<file path="src/hw/cpm_pkg.sv">
// Constants and types for the CPU-interface priority mask and running priority block.
// Behaviour
// Forward interrupt only if priority beats mask.
// Mask write acts immediately, no barrier.
// Mask is 64 bits, upper 56 zero.
// Implemented priority bits set mask granularity.
// Unimplemented low mask bits read zero, ignore writes.
// Warm reset clears mask to zero.
// Mask reads and writes use one encoding.
// Lowest privilege access is undefined.
// EL1 with interface disabled traps to EL1.
// Common register trap bit sends EL1 to EL2.
// Routing overrides redirect EL1 to virtual copies.
// Secure routing both set traps to EL3.
// EL2 with interface disabled traps to EL2.
// EL3 disabled traps, else physical access.
// Running priority is read-only active group priority.
// No active interrupt reads idle priority.
// Group priority uses minimum binary point.
// Running priority encoding; hides implemented bit count.
// Compare only implemented bits, low bits zero.
package cpm_pkg;

   // ****************************************************************
   // Widths.
   // ****************************************************************
   localparam int PRIO_W = 8;
   localparam int DATA_W = 64;
   localparam int RSVD_W = DATA_W - PRIO_W;
   localparam int CLASS_W = 6;

   // ****************************************************************
   // Access encodings and levels.
   // ****************************************************************
   localparam logic [1:0] SYS_OP0 = 2'h3;
   localparam logic [2:0] SYS_OP1 = 3'h0;
   localparam logic [3:0] PMR_CRN = 4'h4;
   localparam logic [3:0] PMR_CRM = 4'h6;
   localparam logic [2:0] PMR_OP2 = 3'h0;
   localparam logic [3:0] RPR_CRN = 4'hc;
   localparam logic [3:0] RPR_CRM = 4'hb;
   localparam logic [2:0] RPR_OP2 = 3'h3;
   localparam logic [1:0] LVL_EL0 = 2'h0;
   localparam logic [1:0] LVL_EL1 = 2'h1;
   localparam logic [1:0] LVL_EL2 = 2'h2;
   localparam logic [1:0] LVL_EL3 = 2'h3;

   // ****************************************************************
   // Values.
   // ****************************************************************
   localparam logic [CLASS_W-1:0] TRAP_CLASS = 6'h18;
   localparam logic [CLASS_W-1:0] NO_CLASS = 6'h00;
   localparam logic [PRIO_W-1:0] MASK_RESET = 8'h00;
   localparam logic [PRIO_W-1:0] IDLE_PRIO = 8'hff;
   localparam logic [PRIO_W-1:0] FULL_BITS = 8'hff;
   localparam logic [PRIO_W-1:0] GROUP_MIN_MASK = 8'hfe;
   localparam logic [RSVD_W-1:0] RSVD_ZERO = 56'h00_0000_0000_0000;

   typedef enum logic [1:0] {
      CPM_RES_PHYS = 2'b00,
      CPM_RES_VIRT = 2'b01,
      CPM_RES_UNDEF = 2'b10,
      CPM_RES_TRAP = 2'b11
   } cpm_result_t;

endpackage

</file>
<file path="src/hw/cpm_access_check.sv">
// Privilege and configuration check that routes one register access.
`timescale 1ns/1ps
module cpm_access_check
   import cpm_pkg::*;
#(
   parameter logic EL3_TRAP_PRIO = 1'b1
) (
   input wire logic [1:0] el,
   input wire logic sre_el1,
   input wire logic sre_el2,
   input wire logic sre_el3,
   input wire logic el2_enabled,
   input wire logic el3_present,
   input wire logic common_reg_trap,
   input wire logic fiq_route_override,
   input wire logic irq_route_override,
   input wire logic secure_irq_route,
   input wire logic secure_fiq_route,
   input wire logic halted,
   input wire logic secure_debug_disable,
   output cpm_result_t result,
   output logic [1:0] target_el
);

   logic scr_both;
   logic early_undef;
   logic el3_route;
   logic dbg_undef;

   assign scr_both = secure_irq_route & secure_fiq_route;
   assign el3_route = el3_present & scr_both;
   assign dbg_undef = halted & secure_debug_disable;
   assign early_undef = dbg_undef & el3_route & EL3_TRAP_PRIO;

   // ****************************************************************
   // Decision by level, first match wins.
   // ****************************************************************
   always_comb begin
      result = CPM_RES_UNDEF;
      target_el = el;
      case (el)
         LVL_EL0: begin
            result = CPM_RES_UNDEF;
         end
         LVL_EL1: begin
            if (early_undef) begin
               result = CPM_RES_UNDEF;
            end else if (!sre_el1) begin
               result = CPM_RES_TRAP;
               target_el = LVL_EL1;
            end else if (el2_enabled && common_reg_trap) begin
               result = CPM_RES_TRAP;
               target_el = LVL_EL2;
            end else if (el2_enabled && (fiq_route_override || irq_route_override)) begin
               result = CPM_RES_VIRT;
            end else if (el3_route) begin
               result = dbg_undef ? CPM_RES_UNDEF : CPM_RES_TRAP;
               target_el = LVL_EL3;
            end else begin
               result = CPM_RES_PHYS;
            end
         end
         LVL_EL2: begin
            if (early_undef) begin
               result = CPM_RES_UNDEF;
            end else if (!sre_el2) begin
               result = CPM_RES_TRAP;
               target_el = LVL_EL2;
            end else if (el3_route) begin
               result = dbg_undef ? CPM_RES_UNDEF : CPM_RES_TRAP;
               target_el = LVL_EL3;
            end else begin
               result = CPM_RES_PHYS;
            end
         end
         LVL_EL3: begin
            if (!sre_el3) begin
               result = CPM_RES_TRAP;
               target_el = LVL_EL3;
            end else begin
               result = CPM_RES_PHYS;
            end
         end
         default: begin
            result = CPM_RES_UNDEF;
         end
      endcase
   end

endmodule

</file>
<file path="src/hw/cpm_cpu_prio.sv">
// Priority mask and running priority registers with interrupt forwarding filter.
`timescale 1ns/1ps
module cpm_cpu_prio
   import cpm_pkg::*;
#(
   parameter int PRIO_BITS = 8,
   parameter logic EL3_TRAP_PRIO = 1'b1
) (
   input wire logic clk,
   input wire logic sys_rst,
   input wire logic req_valid,
   input wire logic req_write,
   input wire logic [1:0] req_el,
   input wire logic [1:0] req_op0,
   input wire logic [2:0] req_op1,
   input wire logic [3:0] req_crn,
   input wire logic [3:0] req_crm,
   input wire logic [2:0] req_op2,
   input wire logic [DATA_W-1:0] req_wdata,
   input wire logic sre_el1,
   input wire logic sre_el2,
   input wire logic sre_el3,
   input wire logic el2_enabled,
   input wire logic el3_present,
   input wire logic common_reg_trap,
   input wire logic fiq_route_override,
   input wire logic irq_route_override,
   input wire logic secure_irq_route,
   input wire logic secure_fiq_route,
   input wire logic halted,
   input wire logic secure_debug_disable,
   input wire logic pend_valid,
   input wire logic [PRIO_W-1:0] pend_priority,
   input wire logic active_valid,
   input wire logic [PRIO_W-1:0] active_priority,
   input wire logic [PRIO_W-1:0] virtual_running_priority,
   output logic resp_valid,
   output cpm_result_t resp_result,
   output logic [1:0] resp_target_el,
   output logic [CLASS_W-1:0] resp_class,
   output logic [DATA_W-1:0] resp_rdata,
   output logic irq_forward,
   output logic [PRIO_W-1:0] priority_mask,
   output logic [PRIO_W-1:0] virtual_priority_mask
);

   // ****************************************************************
   // Granularity masks.
   // ****************************************************************
   localparam logic [PRIO_W-1:0] IMPL_MASK = PRIO_W'(FULL_BITS << (PRIO_W - PRIO_BITS));
   localparam logic [PRIO_W-1:0] GROUP_MASK = IMPL_MASK & GROUP_MIN_MASK;

   logic hit_pmr;
   logic hit_rpr;
   logic hit_any;
   cpm_result_t chk_result;
   logic [1:0] chk_target;
   cpm_result_t next_result;
   logic phys_wr;
   logic virt_wr;
   logic [PRIO_W-1:0] wr_level;
   logic [PRIO_W-1:0] next_mask;
   logic [PRIO_W-1:0] next_vmask;
   logic [PRIO_W-1:0] pend_level;
   logic fwd_cond;
   logic [PRIO_W-1:0] running_priority;
   logic [PRIO_W-1:0] next_running;
   logic [PRIO_W-1:0] rd_level;

   // ****************************************************************
   // Encoding decode.
   // ****************************************************************
   assign hit_pmr = (req_op0 == SYS_OP0) && (req_op1 == SYS_OP1) && (req_crn == PMR_CRN)
      && (req_crm == PMR_CRM) && (req_op2 == PMR_OP2);
   assign hit_rpr = (req_op0 == SYS_OP0) && (req_op1 == SYS_OP1) && (req_crn == RPR_CRN)
      && (req_crm == RPR_CRM) && (req_op2 == RPR_OP2) && !req_write;
   assign hit_any = hit_pmr || hit_rpr;

   cpm_access_check #(
      .EL3_TRAP_PRIO(EL3_TRAP_PRIO)
   ) u_check (
      .el(req_el),
      .sre_el1(sre_el1),
      .sre_el2(sre_el2),
      .sre_el3(sre_el3),
      .el2_enabled(el2_enabled),
      .el3_present(el3_present),
      .common_reg_trap(common_reg_trap),
      .fiq_route_override(fiq_route_override),
      .irq_route_override(irq_route_override),
      .secure_irq_route(secure_irq_route),
      .secure_fiq_route(secure_fiq_route),
      .halted(halted),
      .secure_debug_disable(secure_debug_disable),
      .result(chk_result),
      .target_el(chk_target)
   );

   assign next_result = hit_any ? chk_result : CPM_RES_UNDEF;

   // ****************************************************************
   // Mask registers.
   // ****************************************************************
   assign wr_level = req_wdata[PRIO_W-1:0] & IMPL_MASK;
   assign phys_wr = req_valid && req_write && hit_pmr && (chk_result == CPM_RES_PHYS);
   assign virt_wr = req_valid && req_write && hit_pmr && (chk_result == CPM_RES_VIRT);
   assign next_mask = phys_wr ? wr_level : priority_mask;
   assign next_vmask = virt_wr ? wr_level : virtual_priority_mask;

   always_ff @(posedge clk) begin
      if (sys_rst) begin
         priority_mask <= MASK_RESET;
      end else begin
         priority_mask <= next_mask;
      end
   end

   always_ff @(posedge clk) begin
      if (sys_rst) begin
         virtual_priority_mask <= MASK_RESET;
      end else begin
         virtual_priority_mask <= next_vmask;
      end
   end

   // ****************************************************************
   // Interrupt forwarding filter.
   // ****************************************************************
   assign pend_level = pend_priority & IMPL_MASK;
   assign fwd_cond = pend_valid && (pend_level < next_mask);

   always_ff @(posedge clk) begin
      if (sys_rst) begin
         irq_forward <= 1'b0;
      end else begin
         irq_forward <= fwd_cond;
      end
   end

   // ****************************************************************
   // Running priority.
   // ****************************************************************
   assign next_running = active_valid ? (active_priority & GROUP_MASK) : IDLE_PRIO;

   always_ff @(posedge clk) begin
      if (sys_rst) begin
         running_priority <= IDLE_PRIO;
      end else begin
         running_priority <= next_running;
      end
   end

   // ****************************************************************
   // Read data selection.
   // ****************************************************************
   always_comb begin
      rd_level = MASK_RESET;
      if (hit_pmr) begin
         rd_level = (chk_result == CPM_RES_VIRT) ? virtual_priority_mask : priority_mask;
      end else if (hit_rpr) begin
         rd_level = (chk_result == CPM_RES_VIRT) ? virtual_running_priority : running_priority;
      end
   end

   // ****************************************************************
   // Response registers.
   // ****************************************************************
   always_ff @(posedge clk) begin
      if (sys_rst) begin
         resp_valid <= 1'b0;
      end else begin
         resp_valid <= req_valid;
      end
   end

   always_ff @(posedge clk) begin
      if (sys_rst) begin
         resp_result <= CPM_RES_UNDEF;
         resp_target_el <= LVL_EL0;
         resp_class <= NO_CLASS;
      end else if (req_valid) begin
         resp_result <= next_result;
         resp_target_el <= (next_result == CPM_RES_TRAP) ? chk_target : req_el;
         resp_class <= (next_result == CPM_RES_TRAP) ? TRAP_CLASS : NO_CLASS;
      end
   end

   always_ff @(posedge clk) begin
      if (sys_rst) begin
         resp_rdata <= {RSVD_ZERO, MASK_RESET};
      end else if (req_valid) begin
         if (!req_write && (next_result == CPM_RES_PHYS || next_result == CPM_RES_VIRT)) begin
            resp_rdata <= {RSVD_ZERO, rd_level};
         end else begin
            resp_rdata <= {RSVD_ZERO, MASK_RESET};
         end
      end
   end
endmodule

</file>
<file path="config.mk">
export PLATFORM = sky130hd
export DESIGN_NAME = cpm_cpu_prio
export DESIGN_NICKNAME = d
export VERILOG_FILES = /design/src/hw/cpm_pkg.sv /design/src/hw/cpm_access_check.sv /design/src/hw/cpm_cpu_prio.sv
export SDC_FILE = /design/constraint.sdc
export NUM_CORES = 1
export LEC_CHECK = 0
export ABC_AREA = 1
export BUFFER_PORTS_ARGS = -buffer_cell sky130_fd_sc_hd__clkbuf_2
export CORE_ASPECT_RATIO = 1.1
export CORE_MARGIN = 8
export CORE_UTILIZATION = 43
export DETAILED_ROUTE_END_ITERATION = 16
export GPL_TIMING_DRIVEN = 0
export PLACE_DENSITY = 0.88
export SYNTH_ARGS = -nofsm -noshare
export SYNTH_HDL_FRONTEND = slang
export SYNTH_HIERARCHICAL = 1
export SYNTH_SLANG_ARGS = --single-unit
export TNS_END_PERCENT = 1
</file>
<file path="constraint.sdc">
create_clock -name clk -period 6.2 [get_ports clk]
set_clock_uncertainty 0.05 [all_clocks]
set_input_delay 0.31 -clock clk [delete_from_list [all_inputs] [get_ports clk]]
set_output_delay 0.31 -clock clk [all_outputs]
set_load 0.02 [all_outputs]
</file>
# == Word-level counts from Yosys, hierarchy flattened ==
# Index checks and enable logic that the tools add are counted.
# op_classes
n_reduce_logical,26
n_lt_le_gt_ge,1
n_eq_ne,12
div_mod_pow,0
mux,29
mul,0
shift,0
bitwise,5
add_sub_neg,0
# op_table
operator,n
8-bit two-way mux,6
2-bit two-way mux,18
1-bit logical AND,16
2-bit equality test (second input constant),4
4-bit by 3-bit equality test with 1-bit output (second input constant),2
4-bit equality test (second input constant),2
8-bit < comparator,1
2-bit case mux with 4 select lines,1
2-bit by 1-bit equality test with 1-bit output (second input constant),3
2-bit logical NOT,3
3-bit logical NOT,2
2-bit case mux with 3 select lines,1
5-bit two-way mux,1
1-bit AND,4
3-bit by 2-bit equality test with 1-bit output (second input constant),1
1-bit logical OR,3
1-bit two-way mux,2
2-bit OR reduction,1
1-bit logical NOT,1
1-bit inverter,1
# totals
ff_bits,100
output_inout_bits,92
mem_count,0
romBits,0
latch_bits,0
mem_bits_rw,0

# == Logic depth before layout (Yosys ltp) ==
# Gate-level depths: netlist (run 1).
# logic_depth
word_depth,13
ltp_mapped,18
mapped_depth_nobuf,18

# == Hierarchy ==
# Netlist (run 1), hierarchy kept.
# by_module_without_submodules
mod,area_per_inst_um2,n_inst,cells_each
cpm_cpu_prio,2517.4,1,326
cpm_access_check,186.4,1,41

# == Worst setup path after synthesis (run 1) ==
# Ideal clock, no wire load.
# synth_path
kind,in2reg
start,in el3_present
end,reg irq_forward
slack_ps,3783
required_time_ps,6084
path_buffers,0
setup_time_ps,66
t_arrival_ps,2301
stages,17
path_cell_list,nand3_1 -> nor2_2 -> inv_1 -> nand3_1 -> nand2_1 -> inv_1 -> nand2_1 -> nor2_1 -> nand3_4 -> inv_1 -> nand2_1 -> o21ai_0 -> ha_1 -> a21oi_1 -> nor2_1 -> a2111o_1 -> a21oi_2
# synth_between
elab_chain_len,12
elab_cells_between_ends,15
cone_classes,order compare: 1; mux: 9; bitwise: 2; reduce/logical: 3
# synth_lines
element,line_no,source
start: declaration,cpm_cpu_prio.sv:24,"input wire logic el3_present,"
1-bit AND *,cpm_access_check.sv:31,assign el3_route = el3_present & scr_both;
2-bit two-way mux,"cpm_access_check.sv:56, cpm_access_check.sv:69",
2-bit two-way mux,cpm_access_check.sv:54,end else if (el2_enabled && (fiq_route_override || irq_route_override)) begin
2-bit two-way mux,cpm_access_check.sv:51,end else if (el2_enabled && common_reg_trap) begin
2-bit two-way mux,cpm_access_check.sv:48,end else if (!sre_el1) begin
2-bit two-way mux,cpm_access_check.sv:46,if (early_undef) begin
2-bit case mux with 4 select lines *,cpm_access_check.sv:41,case (el)
net chk_result[0],cpm_cpu_prio.sv:56,cpm_result_t chk_result;
2-bit logical NOT *,cpm_cpu_prio.sv:105,assign phys_wr = req_valid && req_write && hit_pmr && (chk_result == CPM_RES_PHYS);
1-bit logical AND *,cpm_cpu_prio.sv:105,
8-bit two-way mux *,cpm_cpu_prio.sv:107,assign next_mask = phys_wr ? wr_level : priority_mask;
8-bit < comparator *,cpm_cpu_prio.sv:130,assign fwd_cond = pend_valid && (pend_level < next_mask);
1-bit logical AND *,cpm_cpu_prio.sv:130,
end signal: assignment,cpm_cpu_prio.sv:136,irq_forward <= fwd_cond;
end: declaration,cpm_cpu_prio.sv:42,"output logic irq_forward,"
# Mark *: on every way through the listed nets, which the timed path passes. The rest lies on a longest branch.
# A chain may end at the register's enable or synchronous reset.

# == Worst setup path after layout (run 1) ==
# Same ends and word-level chain as after synthesis.

==> impl_metrics.env, run 1 <==
export IMPL_status="complete, no violations"
export IMPL_rsz0062_at_grt="no"
export IMPL_synth_edf_count=0
export IMPL_cts_resized=0
export IMPL_arrival_ps=2830
export IMPL_p_total_uw=627.6
export IMPL_dp_cells=603
export IMPL_die_x_microns=91.61
export IMPL_hold_viol_final=0
export IMPL_post_cts_buffers=0
export IMPL_drt_wl_total_microns=7924
export IMPL_ys_top_cells_by_count="61 x buf_4, 48 x nand2_1, 39 x dfxtp_1, 39 x nor2_1, 36 x inv_1"
export IMPL_start_util_pct=44.19
export IMPL_dieArea_sq_um=9084
export IMPL_critPathLaunchType="input port"
export IMPL_synth_mux_area_share_pct=2.499
export IMPL_cp_required_ps=6380
export IMPL_grt_pass1_vias=2800
export IMPL_insertedDiodeCount=0
export IMPL_setup_violations=0
export IMPL_vias_per_cell=4.501
export IMPL_drt_iter0_drc=168
export IMPL_clkTransAtPathRegs_ps=80
export IMPL_drive_gt1_share_pct=40.87
export IMPL_syn_area_sq_um=2704
export IMPL_routabilityCongestion=0.8561
export IMPL_fin_util_pct=59.30
export IMPL_synthFlopType="dfxtp_1"
export IMPL_tightest_slew_ps=564.6
export IMPL_ys_seq_area_share_pct=28.88
export IMPL_antenna_found_initial=0
export IMPL_synth_distinct_cells=34
export IMPL_p_leak_nw=1.976
export IMPL_grt_ovfl_total=0
export IMPL_cp_max_fo=10
export IMPL_cts_root_buf="clkbuf_8"
export IMPL_yosys_area_top_type_share_pct=28.88
export IMPL_clk_latency_ps=290
export IMPL_syn_inst=367
export IMPL_grt_pass1_wl_microns=12720
export IMPL_vdd_ir_drop_max_mv=0.1118
export IMPL_syn_avg_cell_area_sq_um=7.367
export IMPL_p_per_area_nw_per_um2=173.0
export IMPL_relSlewSlack_pct=62.36
export IMPL_ant_nets=0
export IMPL_synthSimpleGateAreaFrac_pct=28.41
export IMPL_cap_violations=0
export IMPL_finalSetupTns_ps=0
export IMPL_drv_slew=0
export IMPL_yosysTopAreaCell="dfxtp_1"
export IMPL_cts_buffers=5
export IMPL_synth_top_family_by_area="simple AND/OR/NAND/NOR gates"
export IMPL_cts_hold_buf=0
export IMPL_track_usage_pct=17.11
export IMPL_wl_per_cell_microns=12.97
export IMPL_vias=2750
export IMPL_post_route_drc_count=0
export IMPL_synth_seq_cells=39
export IMPL_core_area_sq_um=6118
export IMPL_clockBufferDepth=2
export IMPL_hp_class="in -> reg"
export IMPL_synthAdderAreaFrac_pct=3.239
export IMPL_fp_row_count=30
export IMPL_min_period_over_period_pct=42.71
export IMPL_synth_area_leaders="dfxtp_1 29%, buf_4 17%, nand2_1 6.7%, nor2_1 5.4%, inv_1 5.0%"
export IMPL_synth_xor_area_share_pct=0
export IMPL_grt_max_degree=13
export IMPL_ys_async_sr_fraction_pct=0
export IMPL_cts_sinks=39
export IMPL_max_freq_mhz=377.7
export IMPL_synth_compound_area_share_pct=12.63
export IMPL_ys_warn_count=6
export IMPL_final_min_clock_period_ps=2648
export IMPL_chipHeight_microns=99.17
export IMPL_area_growth_pct=34.20
export IMPL_io_pins=216
export IMPL_endpoint_kind="flop"
export IMPL_dp_hpwl_microns=6864
export IMPL_h_tree_depth=2
export IMPL_holdWs_ps=149.1
export IMPL_nNetsFinal=661
export IMPL_io_buffers=97
export IMPL_instances_no_fill=611
export IMPL_yosysMostFrequentCell="buf_4"
export IMPL_worstSetupPathType="in -> reg"
export IMPL_drt_pass1_iterations=4
export IMPL_cts_tree="yes"
==> power by group <==
group / internal (mW) / switching (mW) / total (mW)
Clock: 0.130 / 0.0931 / 0.223
Sequential: 0.255 / 0.00151 / 0.256
Combinational: 0.0601 / 0.0880 / 0.148
Total: 0.445 / 0.183 / 0.628
==> path summary, 6_finish.rpt <==
check                startpoint                   to  cells after the start  slack [ps]
max                 el3_present          irq_forward                     18        3550
min          active_priority[1]  running_priority[1]                      2         150
max reg2reg    priority_mask[5]          irq_forward                      6        4580
min reg2reg      resp_result[1]       resp_result[1]                      2         420
==> through the flow <==
| stage | instance area (sq um) | setup WS, ps |
|---|---|---|
| after floorplan | 2925 | 3783 |
| after global placement | 3511 | 3402 |
| after detailed placement | 3511 | 3263 |
| after CTS | 3628 | 3550 |
| after global routing | 3628 | 3308 |
| final | 3628 | 3552 |
==> routing by layer <==
layer  routed length [microns]  up-vias  share of wire (%)  GRT usage (%)
li1                          -     1387                  -              -
met4                       129        0                1.6          4.540
met2                      4112      133                 52          32.72
met3                       799       14                 10          5.953
met1                      2882     1216                 36          16.90
met5                         0        -                  0              0
==> registers in the layout, summed over array words and instances (netlist names) <==
signal                 count
priority_mask              8
resp_target_el             2
resp_rdata                 8
resp_result                2
running_priority           8
irq_forward                1
virtual_priority_mask      8
resp_class                 1
resp_valid                 1
==> cells by family after synthesis <==
group | after synthesis
other | 1
buffers and inverters | 109
AO/OA/AOI/OAI | 58
adder cells (fa/ha/maj) | 7
AND/OR/NAND/NOR | 147
flip-flops | 39
multiplexers | 6
==> critical path, stage by stage <==
cell	delay (ps)
clkbuf_2	90
nand3_1	120
nor2_2	150
inv_1	80
nand3_1	70
nand2_1	50
inv_1	50
nand2_1	150
nor2_1	290
nand3_4	190
inv_1	190
nand2_1	60
o21ai_0	140
ha_1	320
a21oi_1	140
nor2_1	50
a2111o_1	290
a21oi_2	100
==> area by class of cell <==
cell class | instances | area (sq um)
buffer | 68 | 500.5
tap | 80 | 100.1
sequential | 39 | 780.7
timing repair buffer | 97 | 485.5
fill | 573 | 2490
clock buffer | 6 | 82.58
multi-input combinational | 278 | 1490
inverter | 41 | 153.9
clock inverter | 2 | 35.03
==> cell usage in the layout, fill, tap and decap left out, drive strengths merged, types with 2 or more instances in the layout <==
cell | Yosys | routed
a211oi | 8 | 8
a21oi | 25 | 25
a22oi | 3 | 3
buf | 65 | 65
clkbuf | 3 | 106
conb | 1 | 60
dfxtp | 39 | 39
ha | 7 | 7
inv | 41 | 41
mux2 | 6 | 6
nand2 | 55 | 55
nand3 | 19 | 19
nand4 | 2 | 2
nor2 | 48 | 48
nor3 | 15 | 15
o21ai | 21 | 21
or2 | 7 | 7
(Power assumes the default switching activity.)
==> inputs of run 2 (changes only) <==
CORE_UTILIZATION = 36   (was 43)
PLACE_DENSITY = 0.79   (was 0.88)
clock period = 2.2 ns   (was 6.2 ns; I/O delays follow)
==> run 2 against run 1 <==
Utilization down 8.5 points; critical path depth fell by 1; clock power increased to 2.8 times the previous value; largest cell class unchanged; combinational power rose to 2.9 times the previous value; first-iteration DRC count down 15%; wire length decreased by 0.48%; final area is 3.4% higher; power increased to 2.8 times the previous value.
==> impl_metrics.env, run 2 (synthesis gave the netlist of run 1 again) <==
export IMPL_status="complete, no violations"
export IMPL_vdd_ir_drop_max_mv=0.3196
export IMPL_hold_viol_final=0
export IMPL_endpoint_kind="flop"
export IMPL_chipHeight_microns=106.9
export IMPL_io_pins=216
export IMPL_grt_pass1_wl_microns=12900
export IMPL_drt_wl_total_microns=7886
export IMPL_insertedDiodeCount=0
export IMPL_m1WireLength_microns=2954
export IMPL_stdcell_area_sq_um=3752
export IMPL_cp_max_fo=6
export IMPL_path_delay_family="simple AND/OR/NAND/NOR gates"
export IMPL_cts_sinks=39
export IMPL_p_per_area_nw_per_um2=474.5
export IMPL_grt_pass1_vias=2825
export IMPL_place_ws_ps=-386.9
export IMPL_worst_r2r_path_depth=6
export IMPL_tightest_slew_ps=527.0
export IMPL_grt_max_degree=13
export IMPL_p_leak_nw=2.020
export IMPL_layout_setup_ws_ps=186.9
export IMPL_final_min_clock_period_ps=2013
export IMPL_core_area_sq_um=7391
export IMPL_dieArea_sq_um=10540
export IMPL_nNetsFinal=672
export IMPL_min_period_over_period_pct=91.50
export IMPL_critPathLaunchType="input port"
export IMPL_fp_row_count=33
export IMPL_arrival_ps=2200
export IMPL_routabilityCongestion=0.8930
export IMPL_area_growth_pct=38.78
export IMPL_antenna_found_initial=0
export IMPL_h_tree_depth=2
export IMPL_route_met2_wl_microns=3999
export IMPL_cts_tree="yes"
export IMPL_reg2reg_from="priority_mask[5]"
export IMPL_track_usage_pct=14.91
export IMPL_r2r_slack_ps=730
export IMPL_max_freq_mhz=496.8
export IMPL_route_met3_wl_microns=793
export IMPL_setup_violations=0
export IMPL_mostFrequentLayoutCells="97 x clkbuf_2, 64 x buf_4, 60 x conb_1"
export IMPL_vias=2715
export IMPL_io_buffers=97
export IMPL_cts_root_buf="clkbuf_8"
export IMPL_relSlewSlack_pct=64.87
export IMPL_clockBufferDepth=2
export IMPL_dpl_cell_area_sq_um=3522
export IMPL_instances_no_fill=629
export IMPL_dp_hpwl_microns=6788
export IMPL_hp_class="in -> reg"
export IMPL_die_x_microns=98.63
export IMPL_cp_buffers_inverters=4
export IMPL_wl_per_cell_microns=12.54
export IMPL_drv_slew=0
export IMPL_drive_gt1_share_pct=41.14
export IMPL_clkTransAtPathRegs_ps=80
export IMPL_layout_commonest_cell="clkbuf_2"
export IMPL_cp_depth=17
export IMPL_clk_latency_ps=290
export IMPL_hold_depth=3
export IMPL_crit_chain="clkbuf_2 > nand3_1 > nor2_2 > inv_1 > nand3_1 > nand2_1 > inv_1 > nand2_2 > nor2_4 > nand3_4 > buf_4 > a21oi_1 > ha_1 > nand2_1 > nor2_1 > a2111o_1 > a21oi_2"
export IMPL_cp_required_ps=2390
export IMPL_post_route_drc_count=0
export IMPL_drt_iter0_drc=143
export IMPL_timing_rr_end="irq_forward"
export IMPL_finalSetupTns_ps=0
export IMPL_cp_slowest_cell="a2111o_1"
export IMPL_worstSetupPathType="in -> reg"
export IMPL_ant_nets=0
export IMPL_vias_per_cell=4.316
export IMPL_topRoutingLayerUsed="met4"
export IMPL_grt_ovfl_total=0
export IMPL_drt_pass1_iterations=4
export IMPL_dp_cells=610
export IMPL_slowest_delay_ps=290
export IMPL_cap_violations=0
export IMPL_min_to="virtual_priority_mask[2]"
export IMPL_hp_start="req_wdata[2]"
export IMPL_start_util_pct=36.58
export IMPL_cts_buffers=5
[run 2: what timing repair did]
item | CTS | global route
resized for setup | 2 | 3
gates cloned | 0 | 0
buffers inserted | 0 | 3
setup endpoints to repair | 1 | 1
pin swaps | 0 | 3
hold endpoints to repair | 8 | 0
hold buffers | 8 | 0
[run 2: worst min-delay path, delay by kind of cell]
kind | cells | cell delay, ps
AOI/OAI and AO/OA | 1 | 60
buffers and inverters | 2 | 140
[run 2: worst max-delay path by stage]
stage	startpoint	endpoint	slack, ps
after floorplan	el3_present	irq_forward	30
after global placement	el3_present	irq_forward	-330
after detailed placement	el3_present	irq_forward	-390
after CTS	el3_present	irq_forward	7
after global routing	el3_present	irq_forward	-5
final	el3_present	irq_forward	190
[run 2: metrics by stage]
| stage | power [mW] | hold WS [ps] | utilization [%] |
|---|---|---|---|
| 6_report | 1.780 | 6.631 | 50.77 |
| 2_1_floorplan | 1.044 | 154.1 | - |
| 3_3_place_gp | 1.143 | 244.5 | 47.66 |
| 3_5_place_dp | 1.150 | 250.9 | 47.66 |
| 5_1_grt | 1.872 | 8.574 | 50.77 |
| 4_1_cts | 1.787 | 1.339 | 50.40 |
[run 2: area by class of cell]
cell class | instances | area [sq um]
Multi-Input combinational cell | 278 | 1500
Timing Repair Buffer | 108 | 588.1
Buffer | 68 | 500.5
Tap cell | 87 | 108.9
Inverter | 41 | 156.4
Clock inverter | 2 | 35.03
Sequential cell | 39 | 780.7
Fill cell | 737 | 3638
Clock buffer | 6 | 82.58
[run 2: power breakdown]
group / switching [mW] / total (mW) / internal, mW
clock network: 0.258 / 0.625 / 0.367
logic: 0.252 / 0.434 / 0.181
registers: 0.00439 / 0.722 / 0.718
total: 0.514 / 1.78 / 1.27
[run 2: routing by layer]
metal  up-vias  global-route usage [%]
li1       1411                       -
met1      1171                   14.86
met2       118                   27.53
met3        15                   6.610
met4         0                   4.061
met5         -                       0
==> inputs of run 3 (changes only) <==
CTS_BUF_LIST = sky130_fd_sc_hd__clkbuf_16   (was default)
==> run 3 against run 2 <==
Via count up 0.11%; clock-buffer cell count down 1; final cell count down 0.16%; non-clock buffer count down 1; maximum frequency about the same; sequential power about the same; wire length up 0.18%; utilization up 0.66 points; global-route usage about the same; largest power group is now the clock network; highest routed layer unchanged.
==> impl_metrics.env, run 3 (synthesis gave the netlist of run 1 again) <==
export IMPL_status="complete, no violations"
export IMPL_grt_max_degree=13
export IMPL_grt_pass1_vias=2824
export IMPL_grt_ovfl_total=0
export IMPL_grt_busiest_layer="met2"
export IMPL_vdd_ir_drop_max_mv=0.3514
export IMPL_cap_violations=0
export IMPL_grt_util_met2_pct=27.53
export IMPL_final_min_clock_period_ps=2013
export IMPL_relSlewSlack_pct=64.10
export IMPL_tightest_slew_ps=538.5
export IMPL_path_delay_family="simple AND/OR/NAND/NOR gates"
export IMPL_instances_no_fill=628
export IMPL_finalSetupTns_ps=0
export IMPL_vias=2718
export IMPL_mostFrequentLayoutCells="97 x clkbuf_2, 64 x buf_4, 60 x conb_1"
export IMPL_r2r_slack_ps=740
export IMPL_post_route_drc_count=0
export IMPL_timing_rr_end="irq_forward"
export IMPL_cts_sinks=39
export IMPL_min_period_over_period_pct=91.48
export IMPL_cts_buffers=5
export IMPL_insertedDiodeCount=0
export IMPL_crit_chain="clkbuf_2 > nand3_1 > nor2_2 > inv_1 > nand3_1 > nand2_1 > inv_2 > nand2_4 > nor2_4 > nand3_4 > buf_4 > nor2_1 > a21oi_2 > ha_1 > nand2_1 > nor2_1 > a2111o_1 > a21oi_2"
export IMPL_hp_start="req_wdata[3]"
export IMPL_cp_max_fo=6
export IMPL_wl_per_cell_microns=12.58
export IMPL_holdWs_ps=23.30
export IMPL_clk_latency_ps=280
export IMPL_layout_setup_ws_ps=187.4
export IMPL_worstSetupPathType="in -> reg"
export IMPL_grt_met3_usage_pct=6.222
export IMPL_max_freq_mhz=496.9
export IMPL_fill_cells=730
export IMPL_area_growth_pct=40.58
export IMPL_dp_cells=610
export IMPL_stdcell_area_sq_um=3801
export IMPL_start_util_pct=36.58
export IMPL_chipHeight_microns=106.9
export IMPL_drt_iter0_drc=100
export IMPL_critPathLaunchType="input port"
export IMPL_vias_per_cell=4.328
export IMPL_endpoint_kind="flop"
export IMPL_cts_root_buf="clkbuf_16"
export IMPL_fp_row_count=33
export IMPL_worst_r2r_path_depth=6
export IMPL_layout_commonest_cell="clkbuf_2"
export IMPL_cp_required_ps=2370
export IMPL_use_met1_pct=14.97
export IMPL_drive_gt1_share_pct=41.59
export IMPL_routabilityCongestion=0.8930
export IMPL_cts_tree="yes"
export IMPL_clockBufferDepth=2
export IMPL_cp_slowest_cell="a2111o_1"
export IMPL_io_buffers=97
export IMPL_dpl_cell_area_sq_um=3522
export IMPL_place_ws_ps=-386.9
export IMPL_arrival_ps=2180
export IMPL_rsz0062_at_grt="no"
export IMPL_die_x_microns=98.63
export IMPL_antenna_found_initial=0
export IMPL_nNetsFinal=671
export IMPL_fin_util_pct=51.43
export IMPL_drt_pass1_iterations=4
export IMPL_drv_slew=0
export IMPL_core_area_sq_um=7391
export IMPL_p_leak_nw=2.039
export IMPL_slowest_delay_ps=290
export IMPL_p_per_area_nw_per_um2=515.9
export IMPL_p_total_mw=1.961
export IMPL_reg2reg_from="priority_mask[5]"
export IMPL_hold_depth=3
export IMPL_setup_violations=0
export IMPL_io_pins=216
export IMPL_drt_wl_total_microns=7900
export IMPL_hold_viol_final=0
export IMPL_dieArea_sq_um=10540
export IMPL_hp_class="in -> reg"
export IMPL_ant_nets=0
export IMPL_track_usage_pct=14.95
export IMPL_grt_pass1_wl_microns=12920
export IMPL_h_tree_depth=2
export IMPL_clkTransAtPathRegs_ps=60
export IMPL_min_to="virtual_priority_mask[3]"
export IMPL_dp_hpwl_microns=6788
export IMPL_cp_buffers_inverters=4
[run 3: worst max path at each step]
stage                        to  cells past startpoint        start  slack (ps)
finish              irq_forward                     18  el3_present         190
global route        irq_forward                     18  el3_present          20
floorplan           irq_forward                     17  el3_present          30
CTS                 irq_forward                     18  el3_present          60
detailed placement  irq_forward                     18  el3_present        -390
global placement    irq_forward                     18  el3_present        -330
[run 3: what timing repair did]
action                                  in CTS  in global routing
hold buffers                                 7                  0
setup buffers                                0                  3
endpoints found under the hold margin        7                  0
endpoints found under the setup margin       1                  1
pin swaps                                    0                  4
gates resized for setup                      3                  6
[run 3: per-layer routing]
layer	vias up	share of wire, %
met5	-	0
met3	19	9.5
met1	1175	38
met2	113	51
met4	0	2.0
li1	1411	-
[run 3: power by group]
group	switching [mW]	internal [mW]	total [mW]
clock network	0.275	0.528	0.803
logic	0.254	0.181	0.435
registers	0.00441	0.719	0.723
[run 3: area by class of cell]
class / count / area (sq um) / area share [%]
Buffer: 68 / 500.5 / 13.17
Timing Repair Buffer: 107 / 578.1 / 15.21
Clock inverter: 3 / 38.79 / 1.020
Tap cell: 87 / 108.9 / 2.864
Multi-Input combinational cell: 278 / 1513 / 39.80
Inverter: 41 / 156.4 / 4.115
Sequential cell: 39 / 780.7 / 20.54
Clock buffer: 5 / 125.1 / 3.292
[run 3: worst reg2reg max path, stage by stage (launching register included)]
cell and delay [ps]:
dfxtp_1 380, o21ai_2 90, ha_1 310, a21oi_1 130
nor2_1 50, a2111o_1 290, a21oi_2 100
